==> config.mk <==
export PLATFORM = sky130hd
export DESIGN_NAME = ssw_supervisor
export DESIGN_NICKNAME = d
export VERILOG_FILES = /design/src/hdl/ssw_pkg.sv /design/src/hdl/ssw_filt_if.sv /design/src/hdl/ssw_supervisor.sv /design/src/hdl/ssw_debounce.sv
export SDC_FILE = /design/constraint.sdc
export NUM_CORES = 1
export LEC_CHECK = 0
export ABC_CLOCK_PERIOD_IN_PS = 3970
export BUFFER_PORTS_ARGS = -buffer_cell sky130_fd_sc_hd__buf_2
export CORE_MARGIN = 2
export CORE_UTILIZATION = 65
export DETAILED_ROUTE_END_ITERATION = 10
export PLACE_DENSITY = 0.9
export SETUP_SLACK_MARGIN = 0.2
export SLEW_MARGIN = 10
export SYNTH_ARGS = -nofsm -noshare
export SYNTH_HDL_FRONTEND = slang
export SYNTH_HIERARCHICAL = 1
export SYNTH_SLANG_ARGS = --single-unit
==> constraint.sdc <==
create_clock -name ref_clk_i -period 3.97 [get_ports ref_clk_i]
set_input_delay 0.794 -clock ref_clk_i [delete_from_list [all_inputs] [get_ports ref_clk_i]]
set_output_delay 0.794 -clock ref_clk_i [all_outputs]
set_load 0.02 [all_outputs]
==> src/hdl/ssw_pkg.sv <==
package ssw_pkg;
   // Clock period
   localparam int CLK_PERIOD_NS = 10;
   // Reset active timeout (min 140 ms, typ 200 ms, max 280 ms); target typical
   localparam int RESET_TIMEOUT_MS = 200;
   localparam int RESET_TIMEOUT_CYCLES = RESET_TIMEOUT_MS * 1000000 / CLK_PERIOD_NS;
   // Watchdog timeout (min 1.12 s, typ 1.6 s, max 2.40 s); target typical
   localparam int WDOG_TIMEOUT_MS = 1600;
   localparam int WDOG_TIMEOUT_CYCLES = WDOG_TIMEOUT_MS * 100000;
   // Manual reset: at least 1 us low guarantees reset
   localparam int MANUAL_MIN_NS = 1000;
   localparam int MANUAL_MIN_CYCLES = MANUAL_MIN_NS / CLK_PERIOD_NS;
   // Manual reset glitch rejection
   localparam int GLITCH_NS = 100;
   localparam int GLITCH_CYCLES = (GLITCH_NS + CLK_PERIOD_NS - 1) / CLK_PERIOD_NS;
   // Strobe pulses as short as 50 ns
   localparam int STROBE_MIN_NS = 50;
   localparam int STROBE_MIN_CYCLES = (STROBE_MIN_NS + CLK_PERIOD_NS - 1) / CLK_PERIOD_NS;
   localparam int CNT_W = 28;
   localparam int FILT_W = 8;
   // Build variants
   typedef enum logic [1:0]
   {
      SSW_WDOG_MANUAL_LOW,
      SSW_WDOG_DUAL,
      SSW_MANUAL_DUAL
   } ssw_variant_t;
endpackage : ssw_pkg

==> src/hdl/ssw_filt_if.sv <==
`timescale 1ns/1ps
interface ssw_filt_if;
   logic raw_low;
   logic filtered_low;
   modport owner (output raw_low, input filtered_low);
   modport filter (input raw_low, output filtered_low);
endinterface : ssw_filt_if

==> src/hdl/ssw_supervisor.sv <==
`timescale 1ns/1ps
// Notes on behaviour
// - Active-low reset output stays low while undervoltage is indicated.
// - Dual-output variants drive active-high reset as exact complement.
// - Manual input low for 1 us or more guarantees a reset.
// - Undriven manual input reads high, so no reset.
// - Strobe stuck low or high for a whole watchdog period causes reset.
// - Any strobe edge or any reset clears the watchdog timer.
// - Reset held for the reset timeout after supply recovers.
// - Watchdog timeout fixed near 1.6 s, within 1.12 to 2.40 s.
// - Watchdog expiry issues a full reset pulse.
// - Build-time variants: wdog+manual low only, wdog dual, manual dual.
// - Strobe pulses of 50 ns are recognised as transitions.
// - Watchdog held at zero during reset, counts after release.
// - Floating strobe disables watchdog expiry reset.
// - Reset held for full timeout after manual input returns high.
module ssw_supervisor
   import ssw_pkg::*;
#(
   parameter ssw_variant_t VARIANT = SSW_WDOG_MANUAL_LOW,
   parameter int unsigned RESET_CYCLES = RESET_TIMEOUT_CYCLES,
   parameter int unsigned WDOG_CYCLES = WDOG_TIMEOUT_CYCLES
)
(
   // Clock and reset
   input wire logic ref_clk_i,
   input wire logic reset_i,
   // Supply comparator
   input wire logic undervoltage_i,
   // Manual reset pin level
   input wire logic manual_reset_n_i,
   // Manual pin driven (low means floating, pulled high)
   input wire logic manual_reset_driven_i,
   // Watchdog strobe pin level
   input wire logic watchdog_strobe_in_i,
   // Strobe pin driven (low means floating)
   input wire logic watchdog_strobe_driven_i,
   // Active-low reset output
   output logic reset_n_o,
   // Active-high reset output
   output logic reset_o,
   // High when the active-high output exists
   output logic reset_high_valid_o
);
   // Watchdog present in two variants
   localparam bit HAS_WDOG = (VARIANT != SSW_MANUAL_DUAL);

   // Manual input present in two variants
   localparam bit HAS_MANUAL = (VARIANT != SSW_WDOG_DUAL);

   // Active-high output present in two variants
   localparam bit HAS_DUAL = (VARIANT != SSW_WDOG_MANUAL_LOW);

   typedef enum logic [1:0]
   {
      ST_RUN,
      ST_HOLD,
      ST_TIMEOUT
   } ssw_state_t;

   ssw_state_t state;
   logic [CNT_W-1:0] rst_cnt;
   logic [CNT_W-1:0] wd_cnt;
   logic strobe_s;
   logic strobe_q;
   logic strobe_en_s;
   logic manual_low;
   logic wd_expire;
   logic cause;
   logic reset_active;
   logic strobe_edge;
   logic strobe_live;
   logic wd_clear;
   logic rst_done;
   logic out_active;

   ssw_filt_if filt ();

   // Undriven pin is pulled high
   assign filt.raw_low = HAS_MANUAL && manual_reset_driven_i && !manual_reset_n_i;
   ssw_debounce #(.HOLD_CYCLES(GLITCH_CYCLES)) u_debounce
   (
      .ref_clk_i(ref_clk_i),
      .reset_i(reset_i),
      .port(filt.filter)
   );
   assign manual_low = filt.filtered_low;

   // Strobe level sampled every 10 ns, so 50 ns pulses are always caught
   always_ff @(posedge ref_clk_i or posedge reset_i)
   begin
      if (reset_i)
         strobe_s <= 1'b0;
      else
         strobe_s <= watchdog_strobe_in_i;
   end

   // Previous strobe level for edge detection
   always_ff @(posedge ref_clk_i or posedge reset_i)
   begin
      if (reset_i)
         strobe_q <= 1'b0;
      else
         strobe_q <= strobe_s;
   end

   // Strobe pin driven, low while left floating
   always_ff @(posedge ref_clk_i or posedge reset_i)
   begin
      if (reset_i)
         strobe_en_s <= 1'b0;
      else
         strobe_en_s <= watchdog_strobe_driven_i;
   end

   // Either transition services the watchdog
   // A false edge after reset only clears the timer, which is harmless
   assign strobe_edge = (strobe_s != strobe_q);

   // Timer only runs for a driven strobe in a watchdog variant
   assign strobe_live = HAS_WDOG && strobe_en_s;

   assign wd_expire = strobe_live && (wd_cnt >= CNT_W'(WDOG_CYCLES - 1));
   assign cause = undervoltage_i || manual_low;
   assign reset_active = (state != ST_RUN);
   assign rst_done = (rst_cnt >= CNT_W'(RESET_CYCLES - 1));

   // Any reset, cause or expiry restarts the timer from zero
   assign wd_clear = reset_active || cause || wd_expire;

   // Watchdog counter
   always_ff @(posedge ref_clk_i or posedge reset_i)
   begin
      if (reset_i)
         wd_cnt <= '0;
      else if (wd_clear)
         wd_cnt <= '0;
      else if (strobe_edge)
         wd_cnt <= '0;
      else if (!strobe_live)
         wd_cnt <= '0;
      else
         wd_cnt <= wd_cnt + CNT_W'(1);
   end

   // Reset sequencer state
   always_ff @(posedge ref_clk_i or posedge reset_i)
   begin
      if (reset_i)
         state <= ST_HOLD;
      else if (cause)
         state <= ST_HOLD;
      else
      begin
         unique case (state)
            ST_RUN:
            begin
               if (wd_expire)
                  state <= ST_TIMEOUT;
            end
            ST_HOLD:
            begin
               state <= ST_TIMEOUT;
            end
            ST_TIMEOUT:
            begin
               if (rst_done)
                  state <= ST_RUN;
            end
         endcase
      end
   end

   // Reset timeout counter, cleared on each clock while outside the timeout state
   always_ff @(posedge ref_clk_i or posedge reset_i)
   begin
      if (reset_i)
         rst_cnt <= '0;
      else if (cause || state != ST_TIMEOUT)
         rst_cnt <= '0;
      else if (!rst_done)
         rst_cnt <= rst_cnt + CNT_W'(1);
   end

   // Output flop tracks the sequencer edge for edge, so pins never glitch
   always_ff @(posedge ref_clk_i or posedge reset_i)
   begin
      if (reset_i)
         out_active <= 1'b1;
      else if (cause)
         out_active <= 1'b1;
      else if (state == ST_RUN)
         out_active <= wd_expire;
      else if (state == ST_TIMEOUT && rst_done)
         out_active <= 1'b0;
      else
         out_active <= 1'b1;
   end

   // Active-low output
   assign reset_n_o = !out_active;

   // Active-high output only exists in dual variants
   assign reset_o = HAS_DUAL ? out_active : 1'b0;
   assign reset_high_valid_o = HAS_DUAL;
endmodule : ssw_supervisor

==> src/hdl/ssw_debounce.sv <==
`timescale 1ns/1ps
module ssw_debounce
   import ssw_pkg::*;
#(
   parameter int unsigned HOLD_CYCLES = GLITCH_CYCLES
)
(
   // Clock and reset
   input wire logic ref_clk_i,
   input wire logic reset_i,
   // Filter path
   ssw_filt_if.filter port
);
   logic [FILT_W-1:0] low_cnt;
   logic sync_a;
   logic sync_b;

   always_ff @(posedge ref_clk_i or posedge reset_i)
   begin
      if (reset_i)
      begin
         sync_a <= 1'b0;
         sync_b <= 1'b0;
      end
      else
      begin
         sync_a <= port.raw_low;
         sync_b <= sync_a;
      end
   end

   // Asserts only after the low level has persisted past the glitch window
   always_ff @(posedge ref_clk_i or posedge reset_i)
   begin
      if (reset_i)
      begin
         low_cnt <= '0;
         port.filtered_low <= 1'b0;
      end
      else if (!sync_b)
      begin
         low_cnt <= '0;
         port.filtered_low <= 1'b0;
      end
      else if (low_cnt >= FILT_W'(HOLD_CYCLES))
         port.filtered_low <= 1'b1;
      else
         low_cnt <= low_cnt + FILT_W'(1);
   end
endmodule : ssw_debounce

### Word-level counts from Yosys, hierarchy flattened

Index checks and enable logic that the tools add are counted.

| word-level totals | value |
|---|---|
| register bits after elaboration | 73 |
| word-level logic and storage cells | 54 |
| output and inout port bits | 3 |

| cells by class | value |
|---|---|
| reductions and logical operators | 12 |
| equality and inequality tests | 9 |
| order comparisons | 3 |
| add/subtract/negate cells | 3 |
| muxes and demuxes | 16 |

Operator list:

| kind | count |
|---|---|
| 2-to-1 mux 28 bit | 5 |
| adder 28 x 1 -> 28 bit, second input constant | 2 |
| greater-or-equal comparator 28 x 25 -> 1 bit, second input constant | 1 |
| greater-or-equal comparator 28 bit, second input constant | 1 |
| 2-to-1 mux 8 bit | 2 |
| adder 8 x 1 -> 8 bit, second input constant | 1 |
| greater-or-equal comparator 8 x 4 -> 1 bit, second input constant | 1 |
| 2-to-1 mux 2 bit | 3 |
| != test 2 bit, second input constant | 3 |
| != test 3 bit, second input constant | 2 |
| case mux 2 bit (3 select lines) | 1 |
| 2-to-1 mux 1 bit | 5 |
| logical OR 1 bit | 4 |
| logical AND 1 bit | 3 |
| equality test 2 x 1 -> 1 bit, second input constant | 1 |
| equality test 2 bit, second input constant | 1 |
| zero test 1 bit | 2 |
| zero test 2 bit | 1 |
| != test 2 x 1 -> 1 bit, second input constant | 1 |
| AND reduction 2 bit | 1 |
| nonzero test 2 bit | 1 |
| != test 1 bit | 1 |

### Longest topological paths before layout

Gate-level depths: netlist of run 1.

| logic depth | value |
|---|---|
| word-level depth | 5 |
| gate-level depth with buffers | 7 |
| gate-level depth less buffers | 6 |

### By module

Netlist of run 1, hierarchy kept.

By module, submodules not included:

| module | area each (sq um) | times used | sequential area each (sq um) | cells each |
|---|---|---|---|---|
| ssw_supervisor | 3520.9 | 1 | 1554.0 | 354 |
| ssw_debounce | 456.7 | 1 | 275.3 | 36 |

### Least setup slack after synthesis of run 1

Ideal clock, no wire load.

| timing | value |
|---|---|
| path type | input-to-reg |
| from | in undervoltage_i |
| to | reg rst_cnt[2] |
| library setup time | 0.064 ns |
| stages | 7 |
| slack | 1.872 ns |
| data arrival time | 2.033 ns |
| path through | nor2_1 > inv_1 > nor3_1 > clkbuf_1 > nand2_1 > a31oi_1 > a31o_2 |

| on the way | value |
|---|---|
| longest elaborated chain between the ends | 3 |

RTL lines:

| what | RTL line | source |
|---|---|---|
| start: declaration | ssw_supervisor.sv:29 | `input wire logic undervoltage_i,` |
| logical OR 1 bit * | ssw_supervisor.sv:124 | `assign cause = undervoltage_i \|\| manual_low;` |
| logical OR 1 bit * | ssw_supervisor.sv:179 | `else if (cause \|\| state != ST_TIMEOUT)` |
| != test 2 x 1 -> 1 bit (no line) / 2-to-1 mux 28 bit (equally long branches) | - |  |
| end signal: assignment | ssw_supervisor.sv:182 | `rst_cnt <= rst_cnt + CNT_W'(1);` |
| end: declaration | ssw_supervisor.sv:62 | `logic [CNT_W-1:0] rst_cnt;` |

Every way passes the cells marked *; elsewhere a longest branch is shown, timed or not.
A chain may end at the register's enable or synchronous reset.

### Worst setup path after layout of run 1

| timing | value |
|---|---|
| from | reg wd_cnt[22] |
| to | reg wd_cnt[12] |

| on the way | value |
|---|---|
| longest elaborated chain between the ends | 4 |

RTL lines:

| what | RTL line | source |
|---|---|---|
| start: declaration | ssw_supervisor.sv:63 | `logic [CNT_W-1:0] wd_cnt;` |
| start signal: assignment | ssw_supervisor.sv:143 | `wd_cnt <= wd_cnt + CNT_W'(1);` |
| greater-or-equal comparator 28 bit | ssw_supervisor.sv:123 | `assign wd_expire = strobe_live && (wd_cnt >= CNT_W'(WDOG_CYCLES - 1));` |
| logical AND 1 bit | ssw_supervisor.sv:123 |  |
| logical OR 1 bit | ssw_supervisor.sv:129 | `assign wd_clear = reset_active \|\| cause \|\| wd_expire;` |
| 2-to-1 mux 28 bit | ssw_supervisor.sv:136 | `else if (wd_clear)` |

No other way between the ends.

==> summary.txt, run 1 <==
Pwr
  • Peak VDD IR: 0.000310 V
  • PD cells: 370 nW/µm²
  • Total Power: ~1.6 mW
  • Pint: 1.26 mW
  • Logic pwr share: 3.5%
  • P_sw: between 0.3 and 0.4 mW
  • Sw Ratio: 21.1%
  • Clock power share: 49.3%
  • Sequential power share: a little under half
  • Static Leak: 1.66 nW

Global routing
  • Initial antenna violation count: 0
  • First-pass GRT wire length: 14.1 mm
  • GR Util All Layers: 27.4%
  • GRT overflow: 0
  • Vias in the first global route: 3097
  • Largest net degree at the start of global routing: 33

Routing
  • First drt pass iteration count: 4
  • Post-DRT Antenna Nets: 0
  • DR vias/cell: 6.38
  • Drt initial violations: 262
  • Routed wire length: 7.98 mm
  • Drt drc: 0
  • Via Count: 3052
  • Routed len/inst: ~17 µm

Floorplan
  • Initial Util: 67.2%
  • Row count: 28
  • Die area: 6760 µm²
  • DIE HEIGHT: 82.2 µm
  • Die Wd: ~82 µm
  • Core box area: about 6000 µm²
  • Ports: 10

Timing
  • Skew final: 0.00676 ns
  • Min Tclk post-route: 2.58 ns
  • Worst Tran Pin Value: between 1 and 1.5 ns
  • Final setup violation count: 0
  • Fmax: 0.387 GHz
  • Worst hold slack: 0.358 ns
  • Unrepaired setup endpoints after global routing: no
  • Slew HR: 29.4%
  • Part of the cycle the worst path needs: 65.0%
  • Setup_tns: 0 ns
  • Final hold vios: 0
  • Final Slew Violations: 0

Clocking
  • Post-cts sizing count: 0
  • CTS root buffer: clkbuf_8
  • CTS tree: yes
  • # clock sinks: 73
  • Max clock buf depth: 2
  • CTS clk-pin slew, worst paths: 0.08 ns
  • Number of hold buffers added after CTS: 0
  • H-Tree Depth: 3
  • CTS buffer count: 9
  • Clock latency at the later pin of the worst-skew pair: 0.35 ns
  • Setup Buffers After CTS: 0

Flow run
  • Number of max-cap violations: 0

Critical path
  • CP required: 4.18 ns
  • Cell Chain, Critical Path: or3_4 -> nor4_2 -> a22oi_2 -> o211ai_4 -> buf_4 -> nor3_2
  • Max stage delay on crit path: 0.84 ns
  • CP bufs+invs: 1
  • Crit path DAT: 2.79 ns
  • CP endpoint kind: register
  • Critical path class: register to register
  • Crit-path leading delay family: compound AO/OA/AOI/OAI gates
  • Slowest CP cell: o211ai_4
  • CP Max Fanout: 26
  • Startpoint types: register

Min path
  • Hold Crit Class: register to register

Place
  • GP Congestion: roughly 0.9
  • Dpl hpwl: 5.34 mm
  • IO Port Bufs: 7

Yosys
  • Mean post-synth cell area: about 10 µm²
  • Sequential fraction of the synthesis area: a little under half
  • FF+latch count, synth: 73
  • Synthesized instance count: 390
  • Synthesized area: 3980 µm²
  • Synth warn: 6
  • Ys async rst share: 100%
  • Top FF cell, synth: dfrtp_1
  • Post-synth EDFFs: 0
  • Cell variety after synth: 62

Layout
  • Final core utilization: 73.1%
  • Fin nets: between 400 and 500
  • Number of diodes: 0
  • Share of cells above drive strength 1: 18.4%
  • Most common cell after layout, fill and taps aside: dfrtp_1
  • Commonest non-fill, non-tap cells in the layout: dfrtp_1 (71), nor3_2 (29), nand2_1 (28), nand3_1 (23), nor2_1 (22)
  • Area grow syn2layout: 8.84%

Status
  • Outcome: complete, no violations
[routing by layer]
layer  wire length, µm  global-route usage [%]  vias up
met5                 0                       0        -
met4                90                    13.0        0
met3               433                    5.87       11
met2              4030                    44.8       96
met1              3430                    34.8     1490
li1                  -                       -     1455
[per-stage QoR]
step | area (µm²) | setup slack [ns] | cells
floorplan | 3980 | 1.64 | 391
global placement | 4050 | 1.45 | 462
detailed placement | 4050 | 1.38 | 462
CTS | 4320 | 1.38 | 478
global route | 4330 | 1.24 | 478
finish | 4330 | 1.39 | 478
[layout make-up]
cell class                 instances  area (µm²)
fill                             428        1590
clock buffer                      10         138
timing repair buffer              11        65.1
multi-input combinational        292        2020
inverter                          11        41.3
clock inverter                     6         138
sequential                        73        1830
tap                               75        93.8
[cell usage after synthesis (3+ instances only)]
master	number	area, µm²
nor2_1	22	82.6
or3_1	8	50.1
nor3_2	28	280
and2_1	9	56.3
xor2_1	17	149
o21ai_0	11	55.1
dfrtp_1	71	1780
buf_4	3	22.5
or4_1	9	67.6
nor4_1	5	31.3
and3_1	6	37.5
nor3_1	9	45.0
o31ai_1	8	60.1
xnor2_1	12	105
nand2_1	28	105
buf_6	4	45.0
a31oi_1	3	18.8
ha_1	4	50.1
mux2i_1	5	50.1
clkbuf_1	6	22.5
inv_1	11	41.3
and4_1	7	61.3
a21oi_1	15	75.1
nand3_1	23	115
nand4_1	15	93.8
nand2b_1	5	31.3
[cell families (layout without fill, tap and decap cells)]
kind of cell / after synthesis / after routing / synth area share, %
flops: 73 / 73 / 46.0
other cells: 1 / 2 / 0.0943
simple gates: 191 / 191 / 30.7
xor+xnor: 29 / 29 / 6.39
mux: 5 / 5 / 1.26
buf+inv: 26 / 38 / 3.55
compound gates: 61 / 61 / 10.8
fa+ha+maj: 4 / 4 / 1.26
[worst register-to-register path, cell delays in order (launching register included)]
cell,delay (ns)
dfrtp_1,0.41
or3_4,0.41
nor4_2,0.29
a22oi_2,0.15
o211ai_4,0.84
buf_4,0.30
nor3_2,0.06
[state kept, by name, indices dropped and copies added, names as in the netlist]
name,cells
out_active,1
rst_cnt,28
state,2
strobe_en_s,1
strobe_q,1
strobe_s,1
u_debounce/low_cnt,8
u_debounce/port.filtered_low,1
u_debounce/sync_a,1
u_debounce/sync_b,1
wd_cnt,28
[power groups by stage]
stage               Combinational, mW  Sequential, mW  Clock [mW]
detailed placement             0.0576           0.770           0
CTS                            0.0582           0.755       0.802
global placement               0.0553           0.769           0
finish                         0.0568           0.755       0.790
floorplan                      0.0467           0.768           0
global route                   0.0640           0.756       0.833
[final timing paths]
kind,start,end,slack [ns],cells after the start
min,u_debounce/sync_a,u_debounce/sync_b,0.36,0
min reg2reg,u_debounce/sync_a,u_debounce/sync_b,0.36,0
max,wd_cnt[22],wd_cnt[12],1.39,6
min in group asynchronous,reset_i,u_debounce/port.filtered_low,0.44,2
max in group asynchronous,reset_i,out_active,2.56,3
max reg2reg,wd_cnt[22],wd_cnt[12],1.39,6
Power figures use the tool's default switching activity.
==> run 2, diff against run 1 <==
--- a/config.mk
+++ b/config.mk
@@ -5,12 +5,13 @@
 export SDC_FILE = /design/constraint.sdc
 export NUM_CORES = 1
 export LEC_CHECK = 0
-export ABC_CLOCK_PERIOD_IN_PS = 3970
+export ABC_AREA = 1
+export ABC_CLOCK_PERIOD_IN_PS = 2300
 export BUFFER_PORTS_ARGS = -buffer_cell sky130_fd_sc_hd__buf_2
 export CORE_MARGIN = 2
-export CORE_UTILIZATION = 65
+export CORE_UTILIZATION = 57
 export DETAILED_ROUTE_END_ITERATION = 10
-export PLACE_DENSITY = 0.9
+export PLACE_DENSITY = 0.84
 export SETUP_SLACK_MARGIN = 0.2
 export SLEW_MARGIN = 10
 export SYNTH_ARGS = -nofsm -noshare
==> constraint.sdc (replaced) <==
create_clock -name ref_clk_i -period 2.3 [get_ports ref_clk_i]
set_input_delay 0.46 -clock ref_clk_i [delete_from_list [all_inputs] [get_ports ref_clk_i]]
set_output_delay 0.46 -clock ref_clk_i [all_outputs]
set_load 0.02 [all_outputs]
==> run 2 against run 1 <==
Maximum frequency rose by 39%. Clock-buffer cell count is the same. Clock skew rose by 0.0041 ns. Sequential power increased by 74%. Global-route usage is 3.5 points lower. Critical path type unchanged. Largest power group is now registers.
==> summary.txt, run 2 <==
Status
  • Outcome: complete, no violations

Flow run
  • Number of max-cap violations: 0

Place
  • IO Port Bufs: 7
  • Dpl hpwl: between 6 and 7 mm
  • Dpl cell area: 4560 µm²
  • Post-Place Cells: 739
  • GP Congestion: 0.945

Pwr
  • Peak VDD IR: roughly 0.00043 V
  • Static Leak: 2.17 nW
  • Total Power: 2.46 mW
  • PD cells: between 500 and 600 nW/µm²

Layout
  • Commonest non-fill, non-tap cells in the layout: nand2_1 (208), nor2_1 (139), inv_1 (73), dfrtp_1 (71), nand3_1 (28)
  • Design Area, Final: 4780 µm²
  • Largest regs: rst_cnt (28), wd_cnt (28), u_debounce/low_cnt (8)
  • Layout Cells excl Fill: between 700 and 800
  • Area grow syn2layout: 6.85%
  • Fin nets: 659
  • Number of diodes: 0
  • Share of cells above drive strength 1: 9.19%
  • Most common cell after layout, fill and taps aside: nand2_1
  • Final core utilization: 62.5%

Global routing
  • GRT overflow: 0
  • Largest net degree at the start of global routing: 45
  • First-pass GRT wire length: 16.3 mm
  • Vias in the first global route: 3721
  • Initial antenna violation count: 0
  • GR Util All Layers: 23.9%

Timing
  • Part of the cycle the worst path needs: between 80% and 90%
  • Setup_tns: 0 ns
  • Fmax: 0.539 GHz
  • Final hold vios: 0
  • Unrepaired setup endpoints after global routing: no
  • Worst Tran Pin Value: 0.497 ns
  • Skew final: 0.0108 ns
  • Final Slew Violations: 0
  • Slew HR: approximately two thirds
  • Final setup violation count: 0
  • Min Tclk post-route: 1.86 ns

Critical path
  • Worst Setup SP: wd_cnt[0]
  • Slowest CP cell: dfrtp_1
  • Critical path class: register to register
  • Reg2Reg Launch Point: wd_cnt[0]
  • R2R cell count: 10
  • Max stage delay on crit path: 0.45 ns
  • CP endpoint kind: register
  • Crit-path most repeated cell: nand2_1
  • Crit path DAT: 2.08 ns
  • CP bufs+invs: 0
  • Crit-path leading delay family: simple AND/OR/NAND/NOR gates
  • Startpoint types: register
  • R2R setup slack: 0.44 ns
  • CP required: 2.53 ns
  • CP Max Fanout: 26
  • Cell Chain, Critical Path: ha_1 -> nand2_1 -> nor2_2 -> nand3_2 -> nand2_1 -> nand2_1 -> nand3_2 -> nand2_2 -> nand3_4 -> nor2_1
  • RR Endpoint: wd_cnt[24]

Yosys
  • Count leader, synth: nand2_1
  • Complex-gate fraction of the synthesized area: 3.83%
  • Synth top area cells: dfrtp_1 (40%), nand2_1 (17%), nor2_1 (12%), inv_1 (6.2%), xor2_1 (5.3%)
  • Mux cell area share after synthesis: 0%
  • Cell accounting for the most synthesized area: dfrtp_1
  • Top FF cell, synth: dfrtp_1
  • FF+latch count, synth: 73
  • Synth warn: 6
  • Ys async rst share: 100%
  • Top cell type's share of synthesized area: around 40%
  • Post-synth EDFFs: 0
  • Sequential fraction of the synthesis area: 40.9%
  • Synthesized area: between 4000 and 5000 µm²
  • Xor-xnor portion of the synthesized cell area: under 10%
  • Simple-gate area share of the yosys netlist: 38.5%
  • Synth Area in Adders: 1.12%
  • Commonest cells in the synthesized netlist: nand2_1 (208), nor2_1 (139), inv_1 (74)
  • Synthesized instance count: 638
  • Cell variety after synth: 34
  • Largest family of logic cells by synthesized area: simple AND/OR/NAND/NOR gates
  • Mean post-synth cell area: 7.01 µm²

Clocking
  • Clock latency at the later pin of the worst-skew pair: 0.35 ns
  • CTS clk-pin slew, worst paths: 0.09 ns
  • Max clock buf depth: 2
  • CTS tree: yes
  • H-Tree Depth: 3
  • CTS root buffer: clkbuf_8
  • CTS buffer count: 9
  • Number of hold buffers added after CTS: 0
  • # clock sinks: 73

Routing
  • First drt pass iteration count: 5
  • Via Count: 3910
  • Drt initial violations: ~270
  • Routed wire length: 9.35 mm
  • Post-DRT Antenna Nets: 0
  • Routed len/inst: roughly 12 µm
  • Drt drc: 0
  • DR vias/cell: 5.18

Floorplan
  • Row count: 32
  • Ports: 10
  • DIE HEIGHT: 92.6 µm
  • Die area: 8570 µm²
  • Core box area: 7650 µm²
  • Die Wd: 92.6 µm
  • Initial Util: 58.5%

Min path
  • Hold Crit Class: input pin to asynchronous set/reset pin
## run 2: cell types whose count changed in the layout (fill, tap and decap cells not counted), sizes merged, moves of 6 or more
cell / before / now
and3: 7 / 0
and2: 11 / 0
nand2: 28 / 214
xor2: 17 / 27
nand3: 23 / 32
nor3: 37 / 14
or3: 9 / 0
nand4: 16 / 10
and4: 7 / 0
inv: 12 / 78
o31ai: 8 / 0
a21oi: 15 / 3
nor2: 22 / 145
or4: 10 / 0
## run 2: final cells by class
cell class	instances	area (µm²)
tap	102	128
multi-input combinational	479	2260
timing repair buffer	9	62.6
sequential	73	1830
clock buffer	10	138
fill	653	2870
inverter	76	290
clock inverter	6	72.6
## run 2: power breakdown
group | switching, mW | internal (mW)
Clock | 0.531 | 0.542
Sequential | 0.0136 | 1.30
Combinational | 0.0615 | 0.0201
## run 2: through the flow
step                      worst slack [ns]  hold WS, ns
after floorplan                      0.302        0.312
after global placement               0.508        0.339
after detailed placement             0.433        0.350
after CTS                            0.410        0.101
after global routing                 0.239        0.124
final                                0.444       0.0973
## run 2: how the worst max path moves through the flow
stage / endpoint / slack, ns / cells after the start
floorplan: rst_cnt[0] / 0.30 / 1
global placement: rst_cnt[22] / 0.51 / 11
detailed placement: rst_cnt[4] / 0.43 / 11
CTS: rst_cnt[4] / 0.41 / 11
global route: rst_cnt[14] / 0.24 / 11
finish: wd_cnt[24] / 0.44 / 10
## run 2: cells by family after synthesis
family | after synthesis
AOI/OAI and AO/OA | 23
xor gates and xnor gates | 34
adders and majority gates | 4
buffers and inverters | 87
DFF | 73
other | 1
and+or+nand+nor | 416
## run 2: per-layer routing
layer	vias up	share of wire [%]	global-route usage [%]
met4	0	1.9	9.70
met1	1791	44	31.4
met5	-	0	0
met3	21	5.5	4.80
li1	1962	-	-
met2	136	48	39.0
## run 2: timing repair
| action | 4_1_cts | 5_1_grt |
|---|---|---|
| resized for setup | 0 | 1 |
| endpoints found under the setup margin | 0 | 13 |
| endpoints found under the hold margin | 0 | 0 |
| setup buffers | 0 | 0 |
==> run 3, diff against run 2 <==
--- a/config.mk
+++ b/config.mk
@@ -6,7 +6,7 @@
 export NUM_CORES = 1
 export LEC_CHECK = 0
 export ABC_AREA = 1
-export ABC_CLOCK_PERIOD_IN_PS = 2300
+export ABC_CLOCK_PERIOD_IN_PS = 1700
 export BUFFER_PORTS_ARGS = -buffer_cell sky130_fd_sc_hd__buf_2
 export CORE_MARGIN = 2
 export CORE_UTILIZATION = 57
==> constraint.sdc (replaced) <==
create_clock -name ref_clk_i -period 1.7 [get_ports ref_clk_i]
set_input_delay 0.34 -clock ref_clk_i [delete_from_list [all_inputs] [get_ports ref_clk_i]]
set_output_delay 0.34 -clock ref_clk_i [all_outputs]
set_load 0.02 [all_outputs]
==> run 3 against run 2 <==
The flow now finishes with violations (negative setup slack). Clock-buffer cell count fell by 1. Clock skew rose by 0.0056 ns. Flip-flop and latch count did not move. Routed wire length rose by 70%. Maximum frequency fell by 0.48%. Via count rose by 29%. First-iteration DRC count rose to 3.0 times the previous value. Cell area rose by 26%. Clock power rose by 40%. Non-clock buffer count rose by 63. Global-route usage rose by 6.5 points.
==> summary.txt, run 3 (synthesis results as in run 2) <==
Clocking
  • Clock latency at the later pin of the worst-skew pair: 0.38 ns
  • # clock sinks: 73
  • Max clock buf depth: 2
  • H-Tree Depth: 3
  • CTS clk-pin slew, worst paths: roughly 0.090 ns
  • CTS root buffer: clkbuf_8
  • CTS buffer count: 9
  • CTS tree: yes

Routing
  • Drt initial violations: approximately 810
  • Routed wire length: 15.9 mm
  • Post-DRT Antenna Nets: 0
  • DR vias/cell: 6.14
  • Via Count: 5045
  • First drt pass iteration count: 8
  • Drt drc: 0
  • Routed len/inst: 19.3 µm

Timing
  • Skew final: 0.0164 ns
  • Final Slew Violations: 0
  • Part of the cycle the worst path needs: 110%
  • Unrepaired setup endpoints after global routing: yes
  • Worst Tran Pin Value: 0.595 ns
  • Final WS setup: -0.165 ns
  • Final setup violation count: 20
  • Final hold vios: 0
  • Fmax: 0.536 GHz
  • Slew HR: a little over 60%
  • Min Tclk post-route: about 1.9 ns

Flow run
  • Number of max-cap violations: 0

Layout
  • Commonest non-fill, non-tap cells in the layout: nand2_1 (162), nor2_1 (84), inv_1 (68), dfrtp_1 (63), buf_4 (51)
  • Number of diodes: 0
  • Most common cell after layout, fill and taps aside: nand2_1
  • Fin nets: around 730
  • Final core utilization: 78.6%
  • Largest regs: rst_cnt (28), wd_cnt (28), u_debounce/low_cnt (8)
  • Share of cells above drive strength 1: between 30% and 40%
  • Area grow syn2layout: 34.3%

Critical path
  • RR Endpoint: rst_cnt[22]
  • Cell Chain, Critical Path: buf_4 -> nand2_1 -> nor2_2 -> nand2_1 -> nor3_1 -> nand3_1 -> nand2_1 -> nor2_1 -> nand2_2 -> nand2_1
  • Max stage delay on crit path: ~0.43 ns
  • Crit path DAT: 2.14 ns
  • Slowest CP cell: dfrtp_1
  • Startpoint types: register
  • CP endpoint kind: register
  • Critical path class: register to register
  • CP Max Fanout: 4
  • Reg2Reg Launch Point: rst_cnt[14]
  • R2R setup slack: -0.16 ns
  • R2R cell count: 10
  • CP required: 1.97 ns
  • Crit-path most repeated cell: nand2_1

Floorplan
  • Die Wd: roughly 93 µm
  • Row count: 32
  • Core box area: 7650 µm²
  • Ports: 10
  • Die area: 8570 µm²
  • Initial Util: around 58%
  • DIE HEIGHT: 92.6 µm

Min path
  • Hold Crit Class: input pin to register
  • Worst Hold Depth: 1
  • Worst-case hold path end point: strobe_s
  • HP Start: watchdog_strobe_in_i

Status
  • Outcome: complete, but fails checks
  • Violated checks: negative setup slack

Place
  • Dpl hpwl: approximately 7.4 mm
  • IO Port Bufs: 7
  • Pre-CTS WS: -0.0416 ns
  • GP Congestion: 0.982

Global routing
  • Largest net degree at the start of global routing: 24
  • Vias in the first global route: approximately 4400
  • GRT overflow: 0
  • Initial antenna violation count: 0
  • First-pass GRT wire length: just over 20 mm
  • GR Util All Layers: 30.5%

Pwr
  • Static Leak: 2.71 nW
  • Peak VDD IR: 0.000639 V
  • PD cells: approximately 570 nW/µm²
==> run 3: cell type report <==
cell class	count	area, µm²
multi-input combinational	482	2840
sequential	73	1840
fill	429	1640
timing repair buffer	72	674
inverter	76	304
tap	102	128
clock buffer	9	124
clock inverter	7	86.3
timing repair inverter	1	16.3
==> run 3: worst max-delay path by stage <==
stage,cells after the start,slack [ns],start,end
finish,10,-0.16,rst_cnt[14],rst_cnt[22]
global route,10,-0.24,rst_cnt[14],rst_cnt[22]
CTS,10,0.09,wd_cnt[1],wd_cnt[24]
detailed placement,10,-0.04,wd_cnt[1],wd_cnt[7]
global placement,10,0.07,wd_cnt[1],wd_cnt[24]
floorplan,11,0.19,wd_cnt[0],wd_cnt[14]
==> run 3: routing by layer <==
layer | GRT usage, % | part of all wire, % | up-vias | wire length (µm)
met1 | 38.4 | 35 | 2320 | 5520
li1 | - | - | 2119 | -
met4 | 18.2 | 7.9 | 0 | 1260
met5 | 0 | 0 | - | 0
met3 | 5.37 | 11 | 160 | 1750
met2 | 49.1 | 46 | 446 | 7380
==> run 3: stage by stage <==
step	setup TNS [ns]	cells	hold WS [ns]	cell area [µm²]	total power, mW
2_1_floorplan	0	639	0.192	4510	1.88
3_5_place_dp	-0.0765	765	0.340	4830	1.93
4_1_cts	0	807	0.0705	5520	3.41
3_3_place_gp	0	765	0.334	4830	1.92
6_report	-0.819	822	0.0662	6010	3.44
5_1_grt	-1.90	822	0.0733	6010	3.52
==> run 3: what timing repair did <==
action	4_1_cts	5_1_grt
buffers inserted	20	14
resized for setup	61	110
hold buffers	1	0
cloned	5	1
endpoints found under the setup margin	55	56
pin swaps	17	28
hold endpoints to repair	11	0
==> run 3: power by group <==
part / switching (mW) / internal [mW] / total (mW)
clock network: 0.787 / 0.711 / 1.50
logic: 0.121 / 0.0481 / 0.169
registers: 0.0210 / 1.75 / 1.77
==> run 3: critical path: cells and delay by family, from the launching register on <==
family	cells	cell delay (ns)
and+or+nand+nor	9	1.16
buffers and inverters	1	0.18
DFF	1	0.43
